==> src/logic/spc_pkg.sv <==
// shared constants and carrier types for the stop-point controller
package spc_pkg;
  // clock rate and power-up pause
  localparam int CLK_MHZ = 100;
  localparam int PAUSE_US = 200;
  localparam int PAUSE_CYC = PAUSE_US * CLK_MHZ;
  // number of wake-up row cycles and serial clocks at init
  localparam int INIT_ROW_CYCLES = 8;
  localparam int INIT_SHIFT_CLOCKS = 2;
  // strobe phase lengths in clock cycles (row low, row high, column delay)
  localparam logic [3:0] ROW_LOW_CYC = 4'h8;
  localparam logic [3:0] ROW_HIGH_CYC = 4'h6;
  localparam logic [3:0] COL_DELAY_CYC = 4'h3;
  // partition-length codes on row bits 7..4
  localparam logic [3:0] PART_16 = 4'h0;
  localparam logic [3:0] PART_32 = 4'h1;
  localparam logic [3:0] PART_64 = 4'h3;
  localparam logic [3:0] PART_128 = 4'h7;
  localparam int PART_LSB = 4;
  // column bit positions that swap in stop-point mode
  localparam int COL_BIT_SEVEN = 7;
  localparam int COL_BIT_EIGHT = 8;

  // user command codes
  typedef enum logic [2:0] {
    SPC_CMD_READ = 3'h0,
    SPC_CMD_WRITE = 3'h1,
    SPC_CMD_REFRESH = 3'h2,
    SPC_CMD_FULL_XFER = 3'h3,
    SPC_CMD_SPLIT_XFER = 3'h4,
    SPC_CMD_STOP_SET = 3'h5,
    SPC_CMD_OPT_RESET = 3'h6
  } spc_cmd_e;

  // one user request
  typedef struct packed {
    spc_cmd_e cmd;
    logic [8:0] row;
    logic [8:0] col;
    logic half_sel;
    logic [3:0] part_code;
  } spc_req_s;

  // strobe and address pins toward the memory
  typedef struct packed {
    logic row_strobe_n;
    logic column_strobe_low_byte_n;
    logic column_strobe_high_byte_n;
    logic write_strobe_n;
    logic transfer_output_gate_n;
    logic special_function_select;
    logic serial_shift_clock;
    logic [8:0] addr;
  } spc_pins_s;

  // partition length in words for a code; unknown codes fall to 128
  function automatic logic [7:0] spc_part_len(input logic [3:0] code);
    case (code)
      PART_16: spc_part_len = 8'h10;
      PART_32: spc_part_len = 8'h20;
      PART_64: spc_part_len = 8'h40;
      default: spc_part_len = 8'h80;
    endcase
  endfunction
endpackage

==> src/logic/spc_col_map.sv <==
// column address mapping for normal and stop-point mode
`timescale 1ns/1ps
module spc_col_map
  import spc_pkg::*;
(
  // mode and requested column
  input wire logic stop_mode,
  input wire logic split_xfer,
  input wire logic half_sel,
  input wire logic [8:0] col_in,
  // column as driven on the pins
  output logic [8:0] col_out
);
  // place the half select where the device will look for it
  always_comb begin
    col_out = col_in;
    if (split_xfer) begin
      if (stop_mode) begin
        col_out[COL_BIT_SEVEN] = half_sel;
        col_out[COL_BIT_EIGHT] = 1'b0;
      end else begin
        col_out[COL_BIT_EIGHT] = half_sel;
        col_out[COL_BIT_SEVEN] = 1'b0;
      end
    end else if (stop_mode) begin
      // device swaps the bits internally, so pre-swap to keep linear columns
      col_out[COL_BIT_SEVEN] = col_in[COL_BIT_EIGHT];
      col_out[COL_BIT_EIGHT] = col_in[COL_BIT_SEVEN];
    end
  end
endmodule

==> src/logic/spc_ctrl.sv <==
// controller driving the video memory strobes, init and stop-point set
`timescale 1ns/1ps
module spc_ctrl
  import spc_pkg::*;
#(
  parameter int PAUSE_CYCLES = PAUSE_CYC
)
(
  // clock and reset
  input wire logic mclk,
  input wire logic rst,
  // user request port
  input wire logic req_valid,
  input spc_req_s req,
  output logic req_ready,
  output logic init_done,
  output logic stop_mode,
  output logic [7:0] part_len,
  output logic half_flag,
  // memory pins
  output spc_pins_s pins,
  input wire logic half_indicator_flag
);
  // controller phases, one-hot
  typedef enum logic [6:0] {
    ST_PAUSE = 7'h01,
    ST_WAKE = 7'h02,
    ST_XFER = 7'h04,
    ST_SHIFT = 7'h08,
    ST_SET = 7'h10,
    ST_IDLE = 7'h20,
    ST_CYCLE = 7'h40
  } spc_state_e;

  // whole module state
  typedef struct packed {
    spc_state_e st;
    logic [31:0] cnt;
    logic [3:0] ph;
    logic [3:0] n;
    spc_req_s cur;
    logic stop;
    logic [7:0] plen;
    logic done;
    logic ready;
    logic [1:0] qsync;
    logic half;
    spc_pins_s p;
  } spc_ctl_s;

  spc_ctl_s s_q; // registered state
  spc_ctl_s s_d; // next state
  logic [8:0] col_mapped; // column after mode mapping
  logic split_now; // current cycle is a split transfer

  assign split_now = (s_q.cur.cmd == SPC_CMD_SPLIT_XFER);

  // column bit placement for the active mode
  spc_col_map u_col_map (
    .stop_mode(s_q.stop),
    .split_xfer(split_now),
    .half_sel(s_q.cur.half_sel),
    .col_in(s_q.cur.col),
    .col_out(col_mapped)
  );

  // build a request for the internal init sequence
  function automatic spc_req_s mk_req(input spc_cmd_e c, input logic [3:0] code);
    spc_req_s r;
    r = '0;
    r.cmd = c;
    r.part_code = code;
    mk_req = r;
  endfunction

  // next-state logic: one strobe cycle engine shared by all commands
  always_comb begin
    s_d = s_q;
    s_d.ready = 1'b0;
    // half flag pin comes from outside: three flops before use
    s_d.qsync = {s_q.qsync[0], half_indicator_flag};
    s_d.half = s_q.qsync[1];
    case (s_q.st)
      ST_PAUSE: begin
        s_d.cnt = s_q.cnt + 32'h1;
        if (s_q.cnt == 32'(PAUSE_CYCLES - 1)) begin
          s_d.st = ST_WAKE;
          s_d.cnt = '0;
          s_d.n = '0;
          s_d.cur = mk_req(SPC_CMD_REFRESH, PART_128);
        end
      end
      ST_WAKE, ST_XFER, ST_SET, ST_CYCLE: begin
        // row low phase then row high phase
        s_d.ph = s_q.ph + 4'h1;
        if (s_q.ph == 4'h0) begin
          // row address set up one cycle before the row strobe falls
          s_d.p.addr = s_q.cur.row;
          if (s_q.cur.cmd == SPC_CMD_STOP_SET) begin
            // set cycle: column strobes and write low, select high at row fall
            s_d.p.addr = '0;
            s_d.p.addr[PART_LSB +: 4] = s_q.cur.part_code;
          end
        end else if (s_q.ph == 4'h1) begin
          // row fall a cycle after the qualifiers, so column-first cycles are real
          s_d.p.row_strobe_n = 1'b0;
        end else if (s_q.ph == COL_DELAY_CYC) begin
          s_d.p.addr = col_mapped;
          if (s_q.cur.cmd == SPC_CMD_READ || s_q.cur.cmd == SPC_CMD_WRITE) begin
            s_d.p.column_strobe_low_byte_n = 1'b0;
            s_d.p.column_strobe_high_byte_n = 1'b0;
          end
          if (s_q.cur.cmd == SPC_CMD_FULL_XFER || split_now) begin
            s_d.p.column_strobe_low_byte_n = 1'b0;
            s_d.p.transfer_output_gate_n = 1'b1;
          end
        end else if (s_q.ph == ROW_LOW_CYC) begin
          // release all strobes
          s_d.p.row_strobe_n = 1'b1;
          s_d.p.column_strobe_low_byte_n = 1'b1;
          s_d.p.column_strobe_high_byte_n = 1'b1;
          s_d.p.write_strobe_n = 1'b1;
          s_d.p.transfer_output_gate_n = 1'b1;
          s_d.p.special_function_select = 1'b0;
        end else if (s_q.ph == ROW_LOW_CYC + ROW_HIGH_CYC) begin
          s_d.ph = '0;
          s_d.p.addr = '0;
          case (s_q.cur.cmd)
            SPC_CMD_STOP_SET: begin
              s_d.stop = 1'b1;
              s_d.plen = spc_part_len(s_q.cur.part_code);
            end
            SPC_CMD_REFRESH, SPC_CMD_OPT_RESET: begin
              // both put the same column-first levels on the pins, so either ends the mode
              s_d.stop = 1'b0;
              s_d.plen = spc_part_len(PART_128);
            end
            default: begin
            end
          endcase
          case (s_q.st)
            ST_WAKE: begin
              s_d.n = s_q.n + 4'h1;
              if (s_q.n == 4'(INIT_ROW_CYCLES - 1)) begin
                s_d.st = ST_XFER;
                s_d.cur = mk_req(SPC_CMD_FULL_XFER, PART_128);
              end
            end
            ST_XFER: begin
              s_d.st = ST_SHIFT;
              s_d.n = '0;
            end
            ST_SET: begin
              s_d.st = ST_IDLE;
              s_d.done = 1'b1;
              s_d.ready = 1'b1;
            end
            default: begin
              s_d.st = ST_IDLE;
              s_d.ready = 1'b1;
            end
          endcase
        end
        // pre-fall setup one cycle ahead so levels are stable at row fall
        if (s_q.ph == 4'h0) begin
          case (s_q.cur.cmd)
            SPC_CMD_REFRESH, SPC_CMD_OPT_RESET: begin
              // column-before-row refresh: column strobes already low
              s_d.p.column_strobe_low_byte_n = 1'b0;
              s_d.p.column_strobe_high_byte_n = 1'b0;
            end
            SPC_CMD_STOP_SET: begin
              s_d.p.column_strobe_low_byte_n = 1'b0;
              s_d.p.column_strobe_high_byte_n = 1'b0;
              s_d.p.write_strobe_n = 1'b0;
              s_d.p.special_function_select = 1'b1;
            end
            SPC_CMD_FULL_XFER: begin
              s_d.p.transfer_output_gate_n = 1'b0;
              s_d.p.special_function_select = 1'b0;
            end
            SPC_CMD_SPLIT_XFER: begin
              s_d.p.transfer_output_gate_n = 1'b0;
              s_d.p.special_function_select = 1'b1;
            end
            SPC_CMD_WRITE: s_d.p.write_strobe_n = 1'b0;
            default: begin
            end
          endcase
        end
      end
      ST_SHIFT: begin
        // two whole serial clocks, each a high then a low cycle
        s_d.p.serial_shift_clock = ~s_q.p.serial_shift_clock;
        if (s_q.p.serial_shift_clock) begin
          s_d.n = s_q.n + 4'h1;
          if (s_q.n == 4'(INIT_SHIFT_CLOCKS - 1)) begin
            s_d.st = ST_SET;
            s_d.cur = mk_req(SPC_CMD_STOP_SET, PART_128);
          end
        end
      end
      ST_IDLE: begin
        s_d.ready = 1'b1;
        if (req_valid && s_q.ready) begin
          s_d.ready = 1'b0;
          s_d.cur = req;
          s_d.st = ST_CYCLE;
          s_d.ph = '0;
        end
      end
      default: s_d.st = ST_PAUSE;
    endcase
  end

  // state register; strobe pins idle high except select and shift clock
  always_ff @(posedge mclk) begin
    if (rst) begin
      s_q <= '0;
      s_q.st <= ST_PAUSE;
      s_q.plen <= 8'h80;
      s_q.p.row_strobe_n <= 1'b1;
      s_q.p.column_strobe_low_byte_n <= 1'b1;
      s_q.p.column_strobe_high_byte_n <= 1'b1;
      s_q.p.write_strobe_n <= 1'b1;
      s_q.p.transfer_output_gate_n <= 1'b1;
    end else begin
      s_q <= s_d;
    end
  end

  // outputs straight from the state register
  assign req_ready = s_q.ready;
  assign init_done = s_q.done;
  assign stop_mode = s_q.stop;
  assign part_len = s_q.plen;
  assign half_flag = s_q.half;
  assign pins = s_q.p;
endmodule

==> config.mk <==
export PLATFORM = sky130hd
export DESIGN_NAME = spc_ctrl
export DESIGN_NICKNAME = d
export VERILOG_FILES = /design/src/logic/spc_pkg.sv /design/src/logic/spc_col_map.sv /design/src/logic/spc_ctrl.sv
export SDC_FILE = /design/constraint.sdc
export NUM_CORES = 1
export LEC_CHECK = 0
export BUFFER_PORTS_ARGS = -buffer_cell sky130_fd_sc_hd__clkbuf_2
export CAP_MARGIN = 20
export CORE_UTILIZATION = 30
export DETAILED_ROUTE_END_ITERATION = 7
export GPL_TIMING_DRIVEN = 1
export HOLD_SLACK_MARGIN = 0.15
export PLACE_DENSITY = 0.54
export SETUP_SLACK_MARGIN = 0.05
export SYNTH_ARGS = -nofsm -noshare
export SYNTH_HDL_FRONTEND = slang
export SYNTH_SLANG_ARGS = --single-unit
==> constraint.sdc <==
create_clock -name mclk -period 2.3 [get_ports mclk]
set_clock_uncertainty 0.15 [all_clocks]
set_input_delay 0.23 -clock mclk [delete_from_list [all_inputs] [get_ports mclk]]
set_output_delay 0.23 -clock mclk [all_outputs]
set_load 0.005 [all_outputs]
==> flow_summary_export.csv, run 1 <==
group,metric,value,unit
run,drv.max_cap_violation_count,0,
floorplanning,die_x,132,µm
global_route,global_route_wire_length_before_repair,23000,µm
logic_synthesis,main_combinational_cell_family_by_area_after_synthesis,"simple AND/OR/NAND/NOR gates",
floorplanning,die_area,17400,µm²
finish,layout_commonest_cell,"dfxtp_1",
routing,route.antenna.remaining_nets,0,
floorplanning,fp.coreArea,16500,µm²
logic_synthesis,synth_warnings,0,
finish,insertedDiodeCount,0,
worst_setup_path,timing.critical_path.arrival,2.37,ns
global_route,antenna_found_initial,0,
logic_synthesis,synth_enable_flop_cells,0,
worst_setup_path,critical_path.slowest_cell,"or3_1",
logic_synthesis,yosys.cell_types.count,56,
routing,detailedRoute.firstPassIterationCount,4,
power_and_ir_drop,power_density_over_the_cells,478,nW/µm²
sta,drv_slew,0,
clock_tree,worstSkewPairLatency,0.36,ns
power_and_ir_drop,ir_drop,0.351,mV
floorplanning,floorplan.initialDensity,0.306,
worst_setup_path,worst_setup_path_start_kind,"flop",
logic_synthesis,synth-compound-area-share,0.155,
global_route,track_usage,0.165,
logic_synthesis,avgSynthCellArea,8.20,µm²
clock_tree,clock-sinks,99,
logic_synthesis,post_synth_instance_area,5060,µm²
logic_synthesis,synth_ff_type,"dfxtp_1",
finish,final_cell_mix,"86 x dfxtp_1, 81 x buf_4, 72 x nor2_1",
clock_tree,cts.htree.levels,3,
worst_setup_path,cp.required,2.44,ns
logic_synthesis,post_synth_xor_xnor_area,0.0623,
sta,setup-violations-final,0,
global_route,via_count_of_the_first_global_routing_pass,4721,
clock_tree,tritoncts,"yes",
global_route,grt-ovfl-total,0,
sta,tightestPinTransition,0.571,ns
sta,setup-tns-final,0,ns
sta,fmaxAchievable,447,MHz
clock_tree,clk_path_buf_depth,2,
routing,route.final.wire_length,14100,µm
clock_tree,cts_clk_pin_slew_worst_paths,0.07,ns
floorplanning,io-pin-count,58,
placement,dpl.hpwl,9920,µm
clock_tree,cts-buffers-inserted,9,
logic_synthesis,ys_async_sr_fraction,0,
worst_setup_path,timing.setup.critical_path_class,"flop to flop",
routing,routed-via-count,4873,
routing,wire_per_inst,14.6,µm
finish,final_cell_area,6940,µm²
routing,post_drt_via_cell_ratio,5.05,
placement,pre_cts_ws,-0.160,ns
worst_setup_path,worst_path_largest_cell_delay,0.42,ns
finish,drive_gt1_frac,0.306,
logic_synthesis,post_synth_fa_ha_maj_area_fraction,0.0173,
sta,final_period_minus_worst_setup_slack,2.24,ns
sta,worst_slew_margin_rel,0.619,
worst_setup_path,critPathMostFrequentCell,"buf_6",
placement,placement.io_buffers,53,
routing,drcViolationCount,0,
global_route,grt_start_max_net_pins,32,
sta,period_share,0.972,
worst_hold_path,hold_path.class,"input pin to flop",
logic_synthesis,ys_ff_latch,99,
floorplanning,placementRows,47,
finish,num-nets-final,776,
finish,syn2layout_area_growth,37.1,%
logic_synthesis,post_synth_and_or_nand_nor_area_fraction,0.281,
logic_synthesis,mux_contribution_to_synthesized_area,0.0158,
placement,post_dp_cell_area,5950,µm²
sta,grt_setup_unrepaired,"true",
routing,drtIter0Drc,205,
sta,worst_slack,0.0646,ns
clock_tree,root_buffer,"clkbuf_16",
worst_setup_path,critPathCaptureType,"flop",
logic_synthesis,synth_seq_area_share,0.392,
worst_setup_path,timing.critical_path.cells,"buf_6 > xor2_1 > a211o_1 > buf_6 > nand3_4 > nand4_1 > or3_1 > a21oi_1",
logic_synthesis,postSynthCellCount,617,
placement,place.gp.congestion,0.847,
floorplanning,floorplan.die.height,132,µm
run_status,status,"completed",
sta,finalHoldViolations,0,
worst_setup_path,timing.critical_path.fanout_max,7,
power_and_ir_drop,leakage_power_summed_over_all_cells,2.65,nW
worst_setup_path,ff2ff_setup_slack,0.06,ns
-- stage by stage --
step | hold slack, ns | utilization | power, W | cells
6_report | 0.244 | 0.420 | 0.00331 | 964
5_1_grt | 0.258 | 0.420 | 0.00344 | 964
4_1_cts | 0.226 | 0.402 | 0.00337 | 955
3_5_place_dp | 0.296 | 0.360 | 0.00185 | 905
3_3_place_gp | 0.279 | 0.360 | 0.00185 | 905
2_1_floorplan | 0.208 | - | 0.00181 | 620
-- power by group --
part           switching (W)  internal [W]
clock               0.000694      0.000778
combinational      0.0000579     0.0000648
sequential        0.00000489       0.00171
-- registers in the layout (all words and copies together), names as in the netlist --
name,count
s_q,73
stop_mode,1
req_ready,1
pins,16
init_done,1
part_len,4
s_d,2
half_flag,1
-- worst paths after layout --
| kind | start | end | cells after the start |
|---|---|---|---|
| worst max-delay path | s_q[98]$_SDFFE_PP0P_ | s_q[99]$_SDFFE_PP0P_ | 8 |
| worst min-delay path | req[24] | s_q[54]$_SDFFE_PP0P_ | 4 |
| worst max register to register | s_q[98]$_SDFFE_PP0P_ | s_q[99]$_SDFFE_PP0P_ | 8 |
| worst min register to register | part_len[5]$_SDFFE_PP0P_ | part_len[5]$_SDFFE_PP0P_ | 2 |
-- cell type report --
class | count | area, µm²
Clock inverter | 5 | 42.5
Fill cell | 1620 | 9590
Inverter | 7 | 26.3
Clock buffer | 11 | 243
Sequential cell | 99 | 2010
Multi-Input combinational cell | 447 | 2980
Timing Repair Buffer | 175 | 1370
Tap cell | 220 | 275
-- cell families (layout without fill, tap and decap cells) --
group	after synthesis	count (layout)
other cells	1	4
flops	99	99
compound gates	130	130
mux	8	8
xor+xnor	36	36
simple gates	262	262
fa+ha+maj	7	7
buf+inv	74	198
-- routing by layer --
| layer | GRT usage | up-vias | routed length (µm) | share of wire |
|---|---|---|---|---|
| met1 | 0.197 | 2317 | 6320 | 0.45 |
| met5 | 0 | - | 0 | 0 |
| met4 | 0.0646 | 0 | 339 | 0.024 |
| li1 | - | 2444 | - | - |
| met3 | 0.0381 | 26 | 465 | 0.033 |
| met2 | 0.284 | 86 | 6960 | 0.49 |
-- synthesized netlist by cell type, types with 8 or more instances --
library cell   n  area, µm²
a22oi_1        9       67.6
mux2i_1        8       80.1
nand3_1       28        140
buf_4         24        180
nor2b_1       10       62.6
nand2_1       35        131
nand4_1       32        200
nor3_1        14       70.1
nor2_1        74        278
xor2_1        26        228
xnor2_1       10       87.6
a21oi_1       45        225
nor4_1        11       68.8
clkbuf_1      27        101
dfxtp_1       99       1980
o21ai_0       39        195
buf_2         10       50.1
nor4b_1       10       87.6
a211oi_1      10       75.1
-- timing repair --
action | in CTS | in global routing
endpoints found under the hold margin | 28 | 0
setup endpoints to repair | 44 | 84
setup buffers | 7 | 9
pin swaps | 15 | 32
gates resized for setup | 20 | 70
hold buffers | 27 | 0
-- worst max-delay path: cells and delay by family, from the launching register on --
family	cells	cell delay (ns)
AOI/OAI and AO/OA	2	0.47
xor gates and xnor gates	1	0.16
buffers and inverters	2	0.29
DFF	1	0.37
and+or+nand+nor	3	0.74
Note: power is estimated with default switching activity, not from simulation.
==> inputs of run 2 (changes only) <==
--- a/config.mk
+++ b/config.mk
@@ -11,7 +11,7 @@
 export DETAILED_ROUTE_END_ITERATION = 7
 export GPL_TIMING_DRIVEN = 1
 export HOLD_SLACK_MARGIN = 0.15
-export PLACE_DENSITY = 0.54
+export PLACE_DENSITY = 0.53
 export SETUP_SLACK_MARGIN = 0.05
 export SYNTH_ARGS = -nofsm -noshare
 export SYNTH_HDL_FRONTEND = slang
==> constraint.sdc (replaced) <==
create_clock -name mclk -period 2.4 [get_ports mclk]
set_clock_uncertainty 0.15 [all_clocks]
set_input_delay 0.24 -clock mclk [delete_from_list [all_inputs] [get_ports mclk]]
set_output_delay 0.24 -clock mclk [all_outputs]
set_load 0.005 [all_outputs]
==> run 2 against run 1 <==
  * Combinational power decreased by 5%
  * Utilization is 1.8 points lower
  * Sequential power fell by 4%
  * Clock-buffer cell count fell by 1
  * Total power decreased by 3.5%
  * Non-clock buffer count fell by 25
  * Flip-flop and latch count is the same
  * Global-route usage decreased by 1.1 points
  * Via count is 1.5% lower
  * Clock power decreased by 3%
  * Final cell count shrank 2.6%
  * Sequential share of layout area up 1.1 points
  * Critical endpoint is now s_q[54]$_SDFFE_PP0P_
  * Highest routed layer unchanged
==> flow_summary_export.csv, run 2 (synthesized netlist as in run 1, its figures left out) <==
group,metric,value,unit
clock_tree,clock-sinks,99,
worst_setup_path,worst_path_largest_cell_delay,0.50,ns
run_status,status,"completed",
sta,setup-violations-final,0,
finish,final_cell_mix,"90 x dfxtp_1, 73 x nor2_1, 62 x buf_4",
floorplanning,placementRows,47,
power_and_ir_drop,power.switching_fraction,0.230,
routing,routed-via-count,4801,
sta,drv_slew,0,
sta,fin_hold_ws,0.214,ns
routing,post_drt_via_cell_ratio,5.11,
clock_tree,root_buffer,"clkbuf_16",
routing,drtIter0Drc,255,
global_route,antenna_found_initial,0,
worst_setup_path,timing.critical_path.cells,"buf_4 > nor2_1 > and3_1 > a222oi_1 > buf_4 > nand2_2 > or4_1 > o31ai_1",
placement,place.gp.congestion,0.825,
finish,insertedDiodeCount,0,
floorplanning,io-pin-count,58,
power_and_ir_drop,intPower,0.00246,W
sta,setup-tns-final,0,ns
finish,drive_gt1_frac,0.259,
routing,wire_per_inst,14.5,µm
routing,drcViolationCount,0,
finish,syn2layout_area_growth,31.2,%
worst_hold_path,hold_path.class,"input pin to flop",
finish,stdcell_count,939,
finish,registers.top_by_ff_count,"s_q",
worst_setup_path,worst_setup_path_start_kind,"flop",
worst_setup_path,critPathCaptureType,"flop",
floorplanning,fp.coreArea,16500,µm²
placement,placed_cells,890,
run,drv.max_cap_violation_count,0,
power_and_ir_drop,leakage_power_summed_over_all_cells,2.53,nW
worst_setup_path,timing.critical_path.max_delay_family,"simple AND/OR/NAND/NOR gates",
placement,dpl.hpwl,9590,µm
power_and_ir_drop,power_frac_comb,0.037,
floorplanning,die_x,132,µm
global_route,track_usage,0.154,
worst_setup_path,cp.required,2.51,ns
floorplanning,floorplan.initialDensity,0.306,
power_and_ir_drop,p_clk_frac,0.447,
finish,final_cell_area,6640,µm²
worst_setup_path,timing.critical_path.fanout_max,7,
clock_tree,clk_path_buf_depth,2,
global_route,global_route_wire_length_before_repair,22000,µm
power_and_ir_drop,total_switching_power,0.000737,W
clock_tree,tritoncts,"yes",
sta,final_period_minus_worst_setup_slack,2.32,ns
sta,grt_setup_unrepaired,"true",
sta,period_share,0.967,
sta,finalHoldViolations,0,
global_route,grt_start_max_net_pins,50,
clock_tree,cts_clk_pin_slew_worst_paths,0.08,ns
finish,layout_commonest_cell,"dfxtp_1",
global_route,via_count_of_the_first_global_routing_pass,4485,
finish,num-nets-final,751,
clock_tree,cts.htree.levels,3,
power_and_ir_drop,ir_drop,0.321,mV
sta,fmaxAchievable,431,MHz
placement,post_dp_cell_area,5790,µm²
placement,placement.io_buffers,53,
worst_setup_path,timing.critical_path.arrival,2.44,ns
routing,route.final.wire_length,13600,µm
power_and_ir_drop,power_density_over_the_cells,482,nW/µm²
routing,route.antenna.remaining_nets,0,
worst_setup_path,critical_path.slowest_cell,"or4_1",
finish,final_util,0.402,
worst_setup_path,critPathMostFrequentCell,"buf_4",
power_and_ir_drop,share_seq_of_total_power,0.516,
routing,detailedRoute.firstPassIterationCount,4,
clock_tree,cts-buffers-inserted,9,
worst_setup_path,critical_path_buf_inv_count,2,
clock_tree,worstSkewPairLatency,0.35,ns
floorplanning,floorplan.die.height,132,µm
global_route,grt-ovfl-total,0,
floorplanning,die_area,17400,µm²
finish,max_reg_flops,73,
worst_setup_path,timing.setup.critical_path_class,"flop to flop",
[run 2: cell count changes in the layout (fill, tap and decap cells not counted), sizes merged]
cell and change:
clkinv +2, clkinvlp -1, buf -25, clkbuf -1
[run 2: final timing paths]
check / from / endpoint / slack (ns) / cells past startpoint
worst max-delay path: s_q[96]$_SDFFE_PP1P_ / s_q[54]$_SDFFE_PP0P_ / 0.08 / 8
worst min-delay path: rst / s_q[99]$_SDFFE_PP0P_ / 0.21 / 2
worst max register to register: s_q[96]$_SDFFE_PP1P_ / s_q[54]$_SDFFE_PP0P_ / 0.08 / 8
worst min register to register: s_d[18]$_SDFF_PP0_ / s_d[16]$_SDFF_PP0_ / 0.30 / 1
[run 2: per-stage QoR]
stage          setup slack (ns)  power [W]
4_1_cts                  0.0605    0.00324
2_1_floorplan           -0.0965    0.00173
3_3_place_gp            -0.0922    0.00177
3_5_place_dp            -0.0539    0.00177
6_report                 0.0791    0.00320
5_1_grt                 -0.0359    0.00331
[run 2: repair_timing]
action                     CTS  global route
hold buffers                27             0
setup buffers                0             5
hold endpoints to repair    28             0
gates cloned                 0             1
gates resized for setup      5            46
setup endpoints to repair   30            56
pin swaps                    3            14
[run 2: final cells by class]
cell class / instances / area (µm²)
Tap cell: 220 / 275
Fill cell: 1630 / 9880
Inverter: 7 / 26.3
Clock inverter: 6 / 55.1
Timing Repair Buffer: 150 / 1120
Multi-Input combinational cell: 447 / 2930
Clock buffer: 10 / 239
Sequential cell: 99 / 1990
[run 2: power groups by stage]
| stage | Combinational, W | Clock (W) | Sequential [W] |
|---|---|---|---|
| 6_report | 0.000117 | 0.00143 | 0.00165 |
| 3_5_place_dp | 0.0000809 | 0 | 0.00169 |
| 4_1_cts | 0.000115 | 0.00147 | 0.00165 |
| 3_3_place_gp | 0.0000798 | 0 | 0.00169 |
| 2_1_floorplan | 0.0000426 | 0 | 0.00169 |
| 5_1_grt | 0.000127 | 0.00153 | 0.00165 |
[run 2: routing by layer]
| metal | part of all wire | GRT usage |
|---|---|---|
| met2 | 0.49 | 0.260 |
| met3 | 0.033 | 0.0223 |
| met1 | 0.46 | 0.202 |
| met4 | 0.014 | 0.0478 |
| met5 | 0 | 0 |
==> inputs of run 3 (changes only) <==
--- a/config.mk
+++ b/config.mk
@@ -5,13 +5,14 @@
 export SDC_FILE = /design/constraint.sdc
 export NUM_CORES = 1
 export LEC_CHECK = 0
+export ABC_AREA = 1
 export BUFFER_PORTS_ARGS = -buffer_cell sky130_fd_sc_hd__clkbuf_2
 export CAP_MARGIN = 20
+export CORE_MARGIN = 2
 export CORE_UTILIZATION = 30
 export DETAILED_ROUTE_END_ITERATION = 7
-export GPL_TIMING_DRIVEN = 1
 export HOLD_SLACK_MARGIN = 0.15
-export PLACE_DENSITY = 0.53
+export PLACE_DENSITY = 0.52
 export SETUP_SLACK_MARGIN = 0.05
 export SYNTH_ARGS = -nofsm -noshare
 export SYNTH_HDL_FRONTEND = slang
==> run 3 against run 2 <==
  * Maximum frequency up 5.1%
  * Sequential power up 24%
  * Critical path type unchanged
  * Total power up 95%
  * Via count up 22%
==> flow_summary_export.csv, run 3 <==
group,metric,value,unit
floorplanning,die_area,20400,µm²
sta,finalHoldViolations,0,
logic_synthesis,synth_seq_area_share,0.342,
routing,drcViolationCount,0,
global_route,antenna_found_initial,0,
sta,fmaxAchievable,453,MHz
floorplanning,die_x,143,µm
finish,syn2layout_area_growth,20.1,%
clock_tree,cts.htree.levels,3,
logic_synthesis,synth_largest_type_area_fraction,0.342,
finish,insertedDiodeCount,0,
worst_setup_path,ff2ff_setup_slack,0.19,ns
global_route,track_usage,0.163,
global_route,grt-ovfl-total,0,
worst_setup_path,timing.critical_path.fanout_max,17,
routing,routed-via-count,5839,
worst_setup_path,worst_reg2reg_path_depth,10,
worst_setup_path,timing.setup.critical_path_class,"flop to flop",
logic_synthesis,ys_ff_latch,99,
global_route,global_route_wire_length_before_repair,26700,µm
power_and_ir_drop,leakage_power_summed_over_all_cells,2.97,nW
routing,route.antenna.remaining_nets,0,
clock_tree,clock-sinks,99,
run_status,status,"completed",
logic_synthesis,netlist_top_cells_area,"dfxtp_1 34%, nand2_1 14%, nor2_1 10%, inv_1 6.5%, nand3_1 4.6%",
logic_synthesis,synth_ff_type,"dfxtp_1",
finish,registers.top_by_ff_count,"s_q",
finish,max_reg_flops,73,
power_and_ir_drop,ir_drop,0.395,mV
clock_tree,cts_clk_pin_slew_worst_paths,0.08,ns
routing,wire_per_inst,13.2,µm
logic_synthesis,netlist.top_cell.by_area,"dfxtp_1",
logic_synthesis,leading_cell_types_by_count_after_synthesis,"218 x nand2_1, 155 x nor2_1, 100 x inv_1",
sta,drv_slew,0,
clock_tree,worstSkewPairLatency,0.36,ns
logic_synthesis,ys_async_sr_fraction,0,
finish,drive_gt1_frac,0.146,
worst_setup_path,cp.required,2.52,ns
worst_setup_path,critPathCaptureType,"flop",
placement,placement.io_buffers,53,
clock_tree,root_buffer,"clkbuf_16",
worst_setup_path,reg2reg_to,"s_q[44]$_SDFFE_PP0P_",
logic_synthesis,avgSynthCellArea,6.38,µm²
sta,grt_setup_unrepaired,"true",
floorplanning,io-pin-count,58,
floorplanning,floorplan.die.height,143,µm
finish,final_cell_mix,"217 x nand2_1, 153 x nor2_1, 100 x inv_1",
logic_synthesis,synth_most_common_cell,"nand2_1",
routing,route.final.wire_length,16500,µm
worst_setup_path,r2r-start,"s_q[96]$_SDFFE_PP1P_",
worst_setup_path,timing.critical_path.max_delay_family,"simple AND/OR/NAND/NOR gates",
floorplanning,floorplan.initialDensity,0.308,
worst_setup_path,critical_path.slowest_cell,"dfxtp_1",
worst_hold_path,end_of_the_worst_hold_path,"s_q[96]$_SDFFE_PP1P_",
sta,worst_slew_margin_rel,0.641,
power_and_ir_drop,fin_total_pwr,0.00624,W
clock_tree,clk_path_buf_depth,2,
sta,setup-violations-final,0,
worst_setup_path,critical_path_buf_inv_count,3,
worst_setup_path,timing.critical_path.cells,"nor2_2 > nand2_2 > nor3_2 > buf_4 > inv_2 > nand3_2 > buf_6 > nand4_1 > nand2_1 > nor2_1",
finish,layout_commonest_cell,"nand2_1",
clock_tree,tritoncts,"yes",
sta,setup-tns-final,0,ns
sta,period_share,0.920,
logic_synthesis,postSynthCellCount,908,
worst_hold_path,hold_path.class,"input pin to flop",
logic_synthesis,synth_enable_flop_cells,0,
placement,dpl.hpwl,11700,µm
global_route,grt_start_max_net_pins,42,
global_route,via_count_of_the_first_global_routing_pass,5437,
routing,drtIter0Drc,352,
logic_synthesis,post_synth_instance_area,5790,µm²
sta,tightestPinTransition,0.534,ns
logic_synthesis,yosys.cell_types.count,41,
finish,num-nets-final,1021,
placement,place.gp.congestion,0.886,
sta,final_period_minus_worst_setup_slack,2.21,ns
worst_hold_path,hold_depth,3,
worst_hold_path,startpoint_of_the_most_critical_hold_path,"rst",
routing,post_drt_via_cell_ratio,4.67,
floorplanning,fp.coreArea,18800,µm²
floorplanning,placementRows,50,
run,drv.max_cap_violation_count,0,
worst_setup_path,worst_setup_path_start_kind,"flop",
logic_synthesis,synth_warnings,0,
worst_setup_path,timing.critical_path.arrival,2.32,ns
clock_tree,cts-buffers-inserted,9,
power_and_ir_drop,power_density_over_the_cells,898,nW/µm²
worst_setup_path,worst_path_largest_cell_delay,0.34,ns
routing,detailedRoute.firstPassIterationCount,5,
-- run 3: cell types whose count changed after synthesis, moves of 16 or more --
cell      delta
nand3_1     +25
inv_1       +93
nand2_1    +183
clkbuf_1    -18
nor3_1      +16
nor2_1      +81
inv_2       +18
-- run 3: area by class of cell --
| cell class | count | area, µm² |
|---|---|---|
| clock buffers | 9 | 225 |
| multi-input cells | 650 | 3170 |
| inverters | 119 | 447 |
| repair buffers | 105 | 743 |
| fillers | 2092 | 11900 |
| flip-flops and latches | 99 | 1980 |
| well taps | 260 | 325 |
| clock inverters | 7 | 65.1 |
-- run 3: worst register-to-register path, delay by kind of cell, from the launching register on --
kind	cells	cell delay [ns]
simple gates	7	1.08
buf+inv	3	0.55
flops	1	0.34
-- run 3: report_power, final --
| part | leakage [nW] | switching [W] | internal, W |
|---|---|---|---|
| clock network | 0.144 | 0.000727 | 0.000731 |
| logic | 2.02 | 0.00180 | 0.000939 |
| registers | 0.805 | 0.000164 | 0.00188 |
-- run 3: metrics by stage --
step                utilization  std cells  area [µm²]  setup WS [ns]  hold WS [ns]
finish                    0.369       1249        6950          0.193         0.160
global route              0.369       1249        6950         0.0356         0.171
CTS                       0.364       1244        6850         0.0369         0.151
detailed placement        0.334       1201        6290         0.0670         0.243
global placement          0.334       1201        6290         0.0916         0.241
floorplan                     -        911        5800          0.368         0.197
-- run 3: cell families after synthesis --
| group | share of synthesized area |
|---|---|
| simple gates | 0.400 |
| other cells | 0.000648 |
| compound gates | 0.0897 |
| xor+xnor | 0.0242 |
| buf+inv | 0.128 |
| fa+ha+maj | 0.0151 |
| flops | 0.342 |
-- run 3: worst max path at each step --
stage / start / end / slack (ns) / depth (start not counted)
after floorplan: s_q[65]$_SDFFE_PP0P_ / s_q[97]$_SDFFE_PP0P_ / 0.37 / 11
after global placement: s_q[64]$_SDFFE_PP0P_ / s_q[59]$_SDFFE_PP0P_ / 0.09 / 12
after detailed placement: s_q[64]$_SDFFE_PP0P_ / s_q[59]$_SDFFE_PP0P_ / 0.07 / 12
after CTS: s_q[64]$_SDFFE_PP0P_ / s_q[59]$_SDFFE_PP0P_ / 0.04 / 12
after global routing: s_q[64]$_SDFFE_PP0P_ / s_q[56]$_SDFFE_PP0P_ / 0.04 / 12
final: s_q[96]$_SDFFE_PP1P_ / s_q[44]$_SDFFE_PP0P_ / 0.19 / 10
-- run 3: timing repair --
item	CTS	global route
hold endpoints to repair	27	0
setup endpoints to repair	1	49
hold buffers	27	0
pin swaps	0	4
cloned	0	4
setup buffers	0	1
gates resized for setup	0	15
-- run 3: layer usage --
layer / up-vias / track usage / wire (µm)
met1: 2661 / 0.232 / 8550
li1: 3042 / - / -
met2: 113 / 0.252 / 7060
met4: 0 / 0.0485 / 267
met5: - / 0 / 0
met3: 23 / 0.0258 / 638
